## src/hdl/burst_master_pkg.sv

```systemverilog
// Purpose: constants for the five-channel burst bus master
// Assumes: one clock, synchronous active-low reset
// Notes: widths fixed; burst length counts beats minus one
package burst_master_pkg;
  localparam int ADDR_W = 32;
  localparam int DATA_W = 32;
  localparam int LEN_W = 8;
  localparam int RESP_W = 2;
  localparam logic [LEN_W-1:0] LEN_ZERO = 8'h00;
  localparam logic [LEN_W-1:0] LEN_ONE = 8'h01;
  localparam logic [DATA_W-1:0] DATA_ZERO = 32'h00000000;
  localparam logic [ADDR_W-1:0] ADDR_ZERO = 32'h00000000;
  localparam logic [RESP_W-1:0] RESP_ZERO = 2'h0;
endpackage : burst_master_pkg

```

## src/hdl/burst_master.sv

```systemverilog
// Purpose: bus master driving five valid/ready channels from user commands
// Assumes: user holds command fields while its request is high
// Notes: one write and one read outstanding at a time
`timescale 1ns/1ps
module burst_master
  import burst_master_pkg::*;
(
  input wire logic ref_clk,
  input wire logic reset_n,
  // User write command
  input wire logic wrReq,
  input wire logic [ADDR_W-1:0] wrAddr,
  input wire logic [LEN_W-1:0] wrLen,
  output logic wrBusy,
  // User write data, one beat per wrDataTake pulse
  input wire logic [DATA_W-1:0] wrData,
  output logic wrDataTake,
  output logic wrDone,
  output logic [RESP_W-1:0] wrResp,
  // User read command
  input wire logic rdReq,
  input wire logic [ADDR_W-1:0] rdAddr,
  input wire logic [LEN_W-1:0] rdLen,
  output logic rdBusy,
  output logic rdBeatValid,
  output logic [DATA_W-1:0] rdBeatData,
  output logic rdBeatLast,
  output logic [RESP_W-1:0] rdBeatResp,
  // Write address channel
  output logic awValid,
  input wire logic awReady,
  output logic [ADDR_W-1:0] awAddr,
  output logic [LEN_W-1:0] awLen,
  // Write data channel
  output logic wValid,
  input wire logic wReady,
  output logic [DATA_W-1:0] wData,
  output logic wLast,
  // Write response channel
  input wire logic bValid,
  output logic bReady,
  input wire logic [RESP_W-1:0] bResp,
  // Read address channel
  output logic arValid,
  input wire logic arReady,
  output logic [ADDR_W-1:0] arAddr,
  output logic [LEN_W-1:0] arLen,
  // Read data channel
  input wire logic rValid,
  output logic rReady,
  input wire logic [DATA_W-1:0] rData,
  input wire logic rLast,
  input wire logic [RESP_W-1:0] rResp
);
  // Two independent engines; reads never wait for writes
  typedef enum logic [1:0] {W_IDLE, W_RUN, W_RESP} wr_state_type;
  typedef enum logic [1:0] {R_IDLE, R_ADDR, R_DATA} rd_state_type;

  wr_state_type wrState_r, wrState_nxt;
  rd_state_type rdState_r, rdState_nxt;
  logic awValid_r, awValid_nxt;
  logic [ADDR_W-1:0] awAddr_r, awAddr_nxt;
  logic [LEN_W-1:0] awLen_r, awLen_nxt;
  logic wValid_r, wValid_nxt;
  logic [DATA_W-1:0] wData_r, wData_nxt;
  logic wLast_r, wLast_nxt;
  // Beats still to load after the one on the bus
  logic [LEN_W-1:0] beatsLeft_r, beatsLeft_nxt;
  logic wrDataTake_r, wrDataTake_nxt;
  logic wrDone_r, wrDone_nxt;
  logic [RESP_W-1:0] wrResp_r, wrResp_nxt;
  logic arValid_r, arValid_nxt;
  logic [ADDR_W-1:0] arAddr_r, arAddr_nxt;
  logic [LEN_W-1:0] arLen_r, arLen_nxt;
  logic rdBeatValid_r, rdBeatValid_nxt;
  logic [DATA_W-1:0] rdBeatData_r, rdBeatData_nxt;
  logic rdBeatLast_r, rdBeatLast_nxt;
  logic [RESP_W-1:0] rdBeatResp_r, rdBeatResp_nxt;
  logic awFire, wFire, bFire, arFire, rFire;

  // Valid, address and data outputs are flops and readies decode state, so no input reaches an output directly
  assign awValid = awValid_r;
  assign awAddr = awAddr_r;
  assign awLen = awLen_r;
  assign wValid = wValid_r;
  assign wData = wData_r;
  assign wLast = wLast_r;
  assign arValid = arValid_r;
  assign arAddr = arAddr_r;
  assign arLen = arLen_r;
  // Ready tied to state, never to the slave's valid
  assign bReady = (wrState_r == W_RESP);
  assign rReady = (rdState_r == R_DATA);
  assign wrBusy = (wrState_r != W_IDLE);
  assign rdBusy = (rdState_r != R_IDLE);
  assign wrDataTake = wrDataTake_r;
  assign wrDone = wrDone_r;
  assign wrResp = wrResp_r;
  assign rdBeatValid = rdBeatValid_r;
  assign rdBeatData = rdBeatData_r;
  assign rdBeatLast = rdBeatLast_r;
  assign rdBeatResp = rdBeatResp_r;

  // Transfer only when both sides are high at the edge
  assign awFire = awValid_r & awReady;
  assign wFire = wValid_r & wReady;
  assign bFire = bValid & bReady;
  assign arFire = arValid_r & arReady;
  assign rFire = rValid & rReady;

  // Write path: address, data beats, then response
  always_comb
  begin
    wrState_nxt = wrState_r;
    awValid_nxt = awValid_r;
    awAddr_nxt = awAddr_r;
    awLen_nxt = awLen_r;
    wValid_nxt = wValid_r;
    wData_nxt = wData_r;
    wLast_nxt = wLast_r;
    beatsLeft_nxt = beatsLeft_r;
    wrDataTake_nxt = 1'b0;
    wrDone_nxt = 1'b0;
    wrResp_nxt = wrResp_r;
    if (awFire)
    begin
      awValid_nxt = 1'b0;
    end
    if (wFire)
    begin
      wValid_nxt = 1'b0;
    end
    unique case (wrState_r)
      W_IDLE:
      begin
        if (wrReq)
        begin
          // Address and first beat raised together, blind to ready
          awValid_nxt = 1'b1;
          awAddr_nxt = wrAddr;
          awLen_nxt = wrLen;
          wValid_nxt = 1'b1;
          wData_nxt = wrData;
          wLast_nxt = (wrLen == LEN_ZERO);
          beatsLeft_nxt = wrLen;
          wrDataTake_nxt = 1'b1;
          wrState_nxt = W_RUN;
        end
      end
      W_RUN:
      begin
        if (wFire && !wLast_r)
        begin
          // Next beat follows straight after the last one moved
          wValid_nxt = 1'b1;
          wData_nxt = wrData;
          wLast_nxt = (beatsLeft_r == LEN_ONE);
          beatsLeft_nxt = beatsLeft_r - LEN_ONE;
          wrDataTake_nxt = 1'b1;
        end
        // Response waits for both address and last beat to have moved
        if ((wFire && wLast_r) || !wValid_r)
        begin
          if (!awValid_r || awFire)
          begin
            wrState_nxt = W_RESP;
          end
        end
      end
      W_RESP:
      begin
        // Ready only here, so it is never high by default
        if (bFire)
        begin
          wrResp_nxt = bResp;
          wrDone_nxt = 1'b1;
          wrState_nxt = W_IDLE;
        end
      end
      default:
      begin
        wrState_nxt = W_IDLE;
      end
    endcase
  end

  // Write registers
  always_ff @(posedge ref_clk)
  begin
    if (!reset_n)
    begin
      // Valids forced low throughout reset
      wrState_r <= W_IDLE;
      awValid_r <= 1'b0;
      awAddr_r <= ADDR_ZERO;
      awLen_r <= LEN_ZERO;
      wValid_r <= 1'b0;
      wData_r <= DATA_ZERO;
      wLast_r <= 1'b0;
      beatsLeft_r <= LEN_ZERO;
      wrDataTake_r <= 1'b0;
      wrDone_r <= 1'b0;
      wrResp_r <= RESP_ZERO;
    end
    else
    begin
      wrState_r <= wrState_nxt;
      awValid_r <= awValid_nxt;
      awAddr_r <= awAddr_nxt;
      awLen_r <= awLen_nxt;
      wValid_r <= wValid_nxt;
      wData_r <= wData_nxt;
      wLast_r <= wLast_nxt;
      beatsLeft_r <= beatsLeft_nxt;
      wrDataTake_r <= wrDataTake_nxt;
      wrDone_r <= wrDone_nxt;
      wrResp_r <= wrResp_nxt;
    end
  end

  // Read path: address, then beats until the last marker
  always_comb
  begin
    rdState_nxt = rdState_r;
    arValid_nxt = arValid_r;
    arAddr_nxt = arAddr_r;
    arLen_nxt = arLen_r;
    rdBeatValid_nxt = 1'b0;
    rdBeatData_nxt = rdBeatData_r;
    rdBeatLast_nxt = rdBeatLast_r;
    rdBeatResp_nxt = rdBeatResp_r;
    unique case (rdState_r)
      R_IDLE:
      begin
        // One read at a time keeps data ordering trivial
        if (rdReq)
        begin
          arValid_nxt = 1'b1;
          arAddr_nxt = rdAddr;
          arLen_nxt = rdLen;
          rdState_nxt = R_ADDR;
        end
      end
      R_ADDR:
      begin
        // Read ready stays low until the address has moved
        if (arFire)
        begin
          arValid_nxt = 1'b0;
          rdState_nxt = R_DATA;
        end
      end
      R_DATA:
      begin
        if (rFire)
        begin
          // Burst ends on the slave's last marker, not on a count
          rdBeatValid_nxt = 1'b1;
          rdBeatData_nxt = rData;
          rdBeatLast_nxt = rLast;
          rdBeatResp_nxt = rResp;
          if (rLast)
          begin
            rdState_nxt = R_IDLE;
          end
        end
      end
      default:
      begin
        rdState_nxt = R_IDLE;
      end
    endcase
  end

  // Read registers
  always_ff @(posedge ref_clk)
  begin
    if (!reset_n)
    begin
      rdState_r <= R_IDLE;
      arValid_r <= 1'b0;
      arAddr_r <= ADDR_ZERO;
      arLen_r <= LEN_ZERO;
      rdBeatValid_r <= 1'b0;
      rdBeatData_r <= DATA_ZERO;
      rdBeatLast_r <= 1'b0;
      rdBeatResp_r <= RESP_ZERO;
    end
    else
    begin
      rdState_r <= rdState_nxt;
      arValid_r <= arValid_nxt;
      arAddr_r <= arAddr_nxt;
      arLen_r <= arLen_nxt;
      rdBeatValid_r <= rdBeatValid_nxt;
      rdBeatData_r <= rdBeatData_nxt;
      rdBeatLast_r <= rdBeatLast_nxt;
      rdBeatResp_r <= rdBeatResp_nxt;
    end
  end
endmodule : burst_master

```

## config.mk

```make
export PLATFORM = sky130hd
export DESIGN_NAME = burst_master
export DESIGN_NICKNAME = d
export VERILOG_FILES = /design/src/hdl/burst_master_pkg.sv /design/src/hdl/burst_master.sv
export SDC_FILE = /design/constraint.sdc
export NUM_CORES = 1
export LEC_CHECK = 0
export ABC_AREA = 1
export BUFFER_PORTS_ARGS = -buffer_cell sky130_fd_sc_hd__buf_4
export CAP_MARGIN = 10
export CORE_MARGIN = 10
export CORE_UTILIZATION = 41
export DETAILED_ROUTE_END_ITERATION = 10
export PLACE_DENSITY = 0.77
export SYNTH_ARGS = -nofsm -noshare
export SYNTH_HDL_FRONTEND = slang
export SYNTH_SLANG_ARGS = --single-unit
```

## constraint.sdc

```tcl
create_clock -name ref_clk -period 1.1 [get_ports ref_clk]
set_input_delay 0.22 -clock ref_clk [delete_from_list [all_inputs] [get_ports ref_clk]]
set_output_delay 0.22 -clock ref_clk [all_outputs]
set_load 0.05 [all_outputs]
```

---- Word level (Yosys, flattened, before mapping) ----
Index checks and enable logic that the tools add are counted.
storage, ports and cells
  output and inout port bits .............. 160
  word-level logic and storage cells ...... 97
  flip-flop bits (word level) ............. 168
cells by class
  equal/unequal tests ..................... 14
  reductions and logical operators ........ 24
  multiplexer cells ....................... 34
  $add $sub $neg .......................... 1
  bitwise gates (word level) .............. 5
operators by type and width
  kind                 count
  $mux 32              2
  $pmux 32 s2          1
  $mux 2               8
  $mux 8               2
  $pmux 8 s2           1
  $mux 1               14
  $ne 2x2->1 const B   6
  $pmux 2 s3           2
  $reduce_and 2->1     6
  $eq 8x1->1 const B   1
  $logic_not 8->1      1
  $pmux 1 s2           4
  $reduce_and 4->1     2
  $reduce_bool 2->1    4
  $sub 8x1->8 const B  1
  $ne 2x1->1 const B   3
  $reduce_and 3->1     2
  $and 1x1->1          5
  $eq 2x1->1 const B   2
  $eq 2x2->1 const B   2
  $logic_not 2->1      2
  $logic_not 1->1      3
  $logic_and 1x1->1    2
  $logic_or 1x1->1     2

---- Logic depth before layout (Yosys ltp) ----
  word-level depth ........................ 5
  gate-level depth with buffers ........... 10
  gate-level depth less buffers ........... 9

---- Worst setup path before layout ----
No wires, ideal clock.
  path kind ............................... reg-to-reg
  from .................................... register wrState_r[1]
  to ...................................... register wrResp_r[0] (netlist: wrResp[0])
  cell stages (with the launch flop) ...... 6
  library setup time ...................... 132 ps
  required time ........................... 968 ps
  path buffers ............................ 0
  clock period less this slack ............ 1596 ps
  data arrival time ....................... 1464 ps
  setup slack ............................. -496 ps
  path through ............................ dfxtp_1 > inv_2 > nor2_1 > nand2_1 > nand2_1 > a21oi_1
on the way
  word-level cells in the longest chain between the ends .. 3
ends and longest elaborated chain
  element                              line                 RTL
  start: declaration                   burst_master.sv:59   wr_state_type wrState_r, wrState_nxt;
  start signal: assignment             burst_master.sv:207  wrState_r <= wrState_nxt;
  $eq 2x2->1 *                         burst_master.sv:92   assign bReady = (wrState_r == W_RESP);
  named net bReady                     burst_master.sv:41   output logic bReady,
  $and 1x1->1                          burst_master.sv:107  assign bFire = bValid & bReady;
  $reduce_and 2->1 (no source line) *  -
  end signal: assignment               burst_master.sv:217  wrResp_r <= wrResp_nxt;
  end: declaration                     burst_master.sv:71   logic [RESP_W-1:0] wrResp_r, wrResp_nxt;
Mark *: on every way through the listed nets, which the timed path passes. The rest lies on a longest branch.
A chain may end at the register's enable or synchronous reset.

---- Worst setup path after layout ----
  from .................................... register beatsLeft_r[1]
  to ...................................... register beatsLeft_r[4]
on the way
  word-level cells in the longest chain between the ends .. 3
ends and longest elaborated chain
  element                   line                 RTL
  start: declaration        burst_master.sv:68   logic [LEN_W-1:0] beatsLeft_r, beatsLeft_nxt;
  start signal: assignment  burst_master.sv:214  beatsLeft_r <= beatsLeft_nxt;
  $sub 8x1->8               burst_master.sv:158  beatsLeft_nxt = beatsLeft_r - LEN_ONE;
  $mux 8                    burst_master.sv:152  if (wFire && !wLast_r)
  $pmux 8 s2                burst_master.sv:133  unique case (wrState_r)
Every way passes these cells. The select of a mux whose other input is x is not followed.

==> impl_results.md <==
- RSZ-0062 raised after global routing: true
- Die height: 142 microns
- Worst vdd ir: 1300 uV
- Slowest-stage cell, CP: dfxtp_1
- Final slew viol count: 0
- Worst Tran Pin Value: 0.395 ns
- Slew HR: 73.7%
- RR Startpoint: beatsLeft_r[1]$_SDFFE_PN0P_
- Clk buf depth: 2
- Gr ovfl total: 0
- Number of flops mapped to enable cells by yosys: 0
- Status: complete, but fails checks
- Placer Congestion: 0.860
- I/O pin count: 318
- Final Non-Filler Cells: approximately 1500
- Max Cap Violations: 0
- Most used routing layer: met2
- Area Growth Syn to Fin: 125%
- LEAKAGE: 0.00620 uW
- Critical path origin: beatsLeft_r[1]$_SDFFE_PN0P_
- Final period utilization: 138%
- CTS Sinks: 168
- Die Area: ~20000 sq um
- Total Routed Length: around 37000 microns
- Initial antenna violation count: 0
- Largest net degree at the start of global routing: 46
- Crit-path max FO: 5
- Ant diodes: 0
- Final-layout fill cell count: ~390
- FP Rows: 44
- R2R setup slack: -0.41 ns
- Crit path buf inv count: 2
- Drc violations: 0
- Worst hold path class: in -> reg
- Reg-to-reg endpoint: beatsLeft_r[4]$_SDFFE_PN0P_
- Power per Cell Area: 1540 nW/um^2
- Grt met1 use: 26.9%
- Clk_lat worst skew: around 0.44 ns
- Worst hold slack: roughly 0.0065 ns
- First-pass GRT wire length: 41300 microns
- Clock skew: 0.0119 ns
- Stages on the worst setup path: 8
- Overall via count from detail_route: 8237
- Final setup viols: 323
- Max Fclk: 661 MHz
- CP cell instances: inv_1 -> ha_4 -> nand2_1 -> o21ai_0 -> nand3_1 -> nand3_2 -> nand2_1 -> inv_1
- Setup_tns: -43.18 ns
- Layout Nets: 1422
- Root Driver: clkbuf_16
- Core area: 14600 sq um
- Crit end category: flop
- Worst Path Class, Setup: reg -> reg
- FF-to-FF path depth: 8
- Post-place setup slack: -0.144 ns
- Cells after DPL: 1307
- Failing checks: negative setup slack
- Synthesized net count: 966
- Vias/cell: 5.65
- Final min period: 1.51 ns
- # H-tree levels: 4
- Async set or reset register ratio after synthesis: 0%
- Startpoint types: flop
- Number of synthesized register bits: approximately 170
- Crit path capture: beatsLeft_r[4]$_SDFFE_PN0P_
- Mean Syn Cell Area: 7.61 sq um
- Grt met3 use: between 10% and 20%
- PortBufs: 317
- GR Util All Layers: between 20% and 30%
- Yosys cell types: 26
- WP data arrival: approximately 1.9 ns
- Cts bufs inserted: 17
- Initial DRC count: between 600 and 700
- Number of global-route vias before repair: 7464
- Dpl cell area: 9080 sq um
- Effective utilization at floorplan: 42.1%
- TritonCTS clock tree: yes
- Clock-pin slew on the worst setup and hold paths: around 0.07 ns
- Sequential-to-total area share from yosys stat: ~55%
- Top Family by Delay on Critical Path: simple AND/OR/NAND/NOR gates
- DR pass1 iterations: 5
- Die Width: between 100 and 150 microns
- ANT nets after route: 0
- CP peak stage delay: 0.31 ns
- Main flop type after synthesis: dfxtp_1
- Met2 Resource Use GR: between 40 and 50%
- Final Instance Area: 13800 sq um
- Count of final hold-check violations: 0
- Syn Std Cell Area: 6140 sq um
- Synth warn: 0
- Post-Syn Instances: 806
- Layout cell share with drive strength beyond 1: 70.4%
- Wire per inst: 25.6 microns
- Setup WS post-layout: -0.413 ns
- Critical Path RT: ~1.5 ns
- Post-DP HPWL: 16300 microns
==> placed cells by master, fill, tap and decap left out, drive strengths merged <==
| cell | count |
|---|---|
| a21oi | 47 |
| ha | 2 |
| buf | 476 |
| nand2 | 114 |
| nor2 | 239 |
| nand3 | 20 |
| dlygate4sd3 | 1 |
| bufinv | 2 |
| clkbuf | 26 |
| nand4 | 3 |
| a22oi | 1 |
| clkinvlp | 4 |
| dfxtp | 168 |
| o21ai | 129 |
| o21bai | 1 |
| inv | 35 |
| clkinv | 6 |
| nor3 | 1 |
==> cell usage after synthesis (2+ instances only) <==
cell type	number	area [sq um]
a21oi_1	45	225
a21oi_2	2	17.5
buf_2	15	75.1
buf_4	4	30.0
buf_6	3	33.8
clkbuf_1	27	101
dfxtp_1	168	3360
ha_1	2	25.0
inv_1	27	101
inv_2	4	15.0
nand2_1	109	409
nand2_2	3	18.8
nand3_1	19	95.1
nand4_1	3	18.8
nor2_1	236	886
nor2_2	2	12.5
o21ai_0	121	606
o21ai_1	8	40.0
==> timing repair <==
action | CTS | global route
resized for setup | 694 | 230
hold endpoints to repair | 1 | 0
hold buffers | 1 | 0
pin swaps | 13 | 62
endpoints found under the setup margin | 310 | 327
setup buffers | 40 | 62
gates cloned | 15 | 10
==> worst min path at each step <==
stage               cells after the start                 endpoint  slack, ns       start
floorplan                               2  rdBeatLast$_SDFFE_PN0P_       0.33       rLast
global placement                        3  rdBeatLast$_SDFFE_PN0P_       0.43       rLast
detailed placement                      3  rdBeatLast$_SDFFE_PN0P_       0.44       rLast
CTS                                     3    wData[0]$_SDFFE_PN0P_      0.003   wrData[0]
global route                            3   wData[15]$_SDFFE_PN0P_      0.006  wrData[15]
finish                                  3   wData[31]$_SDFFE_PN0P_      0.006  wrData[31]
==> power breakdown <==
group | internal [uW] | leakage (uW) | switching [uW]
clock | 3420 | 0.000279 | 2770
combinational | 3460 | 0.00447 | 4290
sequential | 6710 | 0.00145 | 554
==> state kept, by name, summed over array words and instances, names as in the netlist, 2 cells and up <==
name	flops
arAddr	32
arLen	8
awAddr	32
awLen	8
beatsLeft_r	8
rdBeatData	32
rdBeatResp	2
rdState_r	2
wData	32
wrResp	2
wrState_r	2
==> per-stage QoR <==
step	util, %	total power [uW]
after floorplan	-	10000
after global placement	62.3	11800
after detailed placement	62.3	11900
after CTS	84.6	19700
after global routing	94.5	21700
final	94.5	21200
==> cells by family (layout without fill, tap and decap cells) <==
| logic type | count (synthesis) | count (layout) | synth area share, % |
|---|---|---|---|
| DFF | 168 | 168 | 54.8 |
| and+or+nand+nor | 376 | 377 | 24.1 |
| buffers and inverters | 82 | 550 | 5.97 |
| AOI/OAI and AO/OA | 178 | 178 | 14.7 |
| adders and majority gates | 2 | 2 | 0.408 |
==> layer usage <==
| metal | wire [microns] | vias to the layer above |
|---|---|---|
| met5 | 0 | - |
| met4 | 2330 | 0 |
| met3 | 3640 | 180 |
| met2 | 19200 | 610 |
| met1 | 12100 | 3945 |
| li1 | - | 3502 |
==> cell type report <==
class	count	area [sq um]	share of cell area, %
Clock buffer	18	439	3.19
Clock inverter	14	145	1.05
Inverter	33	154	1.12
Multi-Input combinational cell	557	3480	25.3
Sequential cell	168	3610	26.2
Tap cell	184	230	1.67
Timing Repair Buffer	485	5720	41.5
==> worst min-delay path, stage by stage <==
cell	delay (ns)
buf_4	0.08
nor2_1	0.03
nor2_1	0.08
Note: power is estimated with default switching activity, not from simulation.
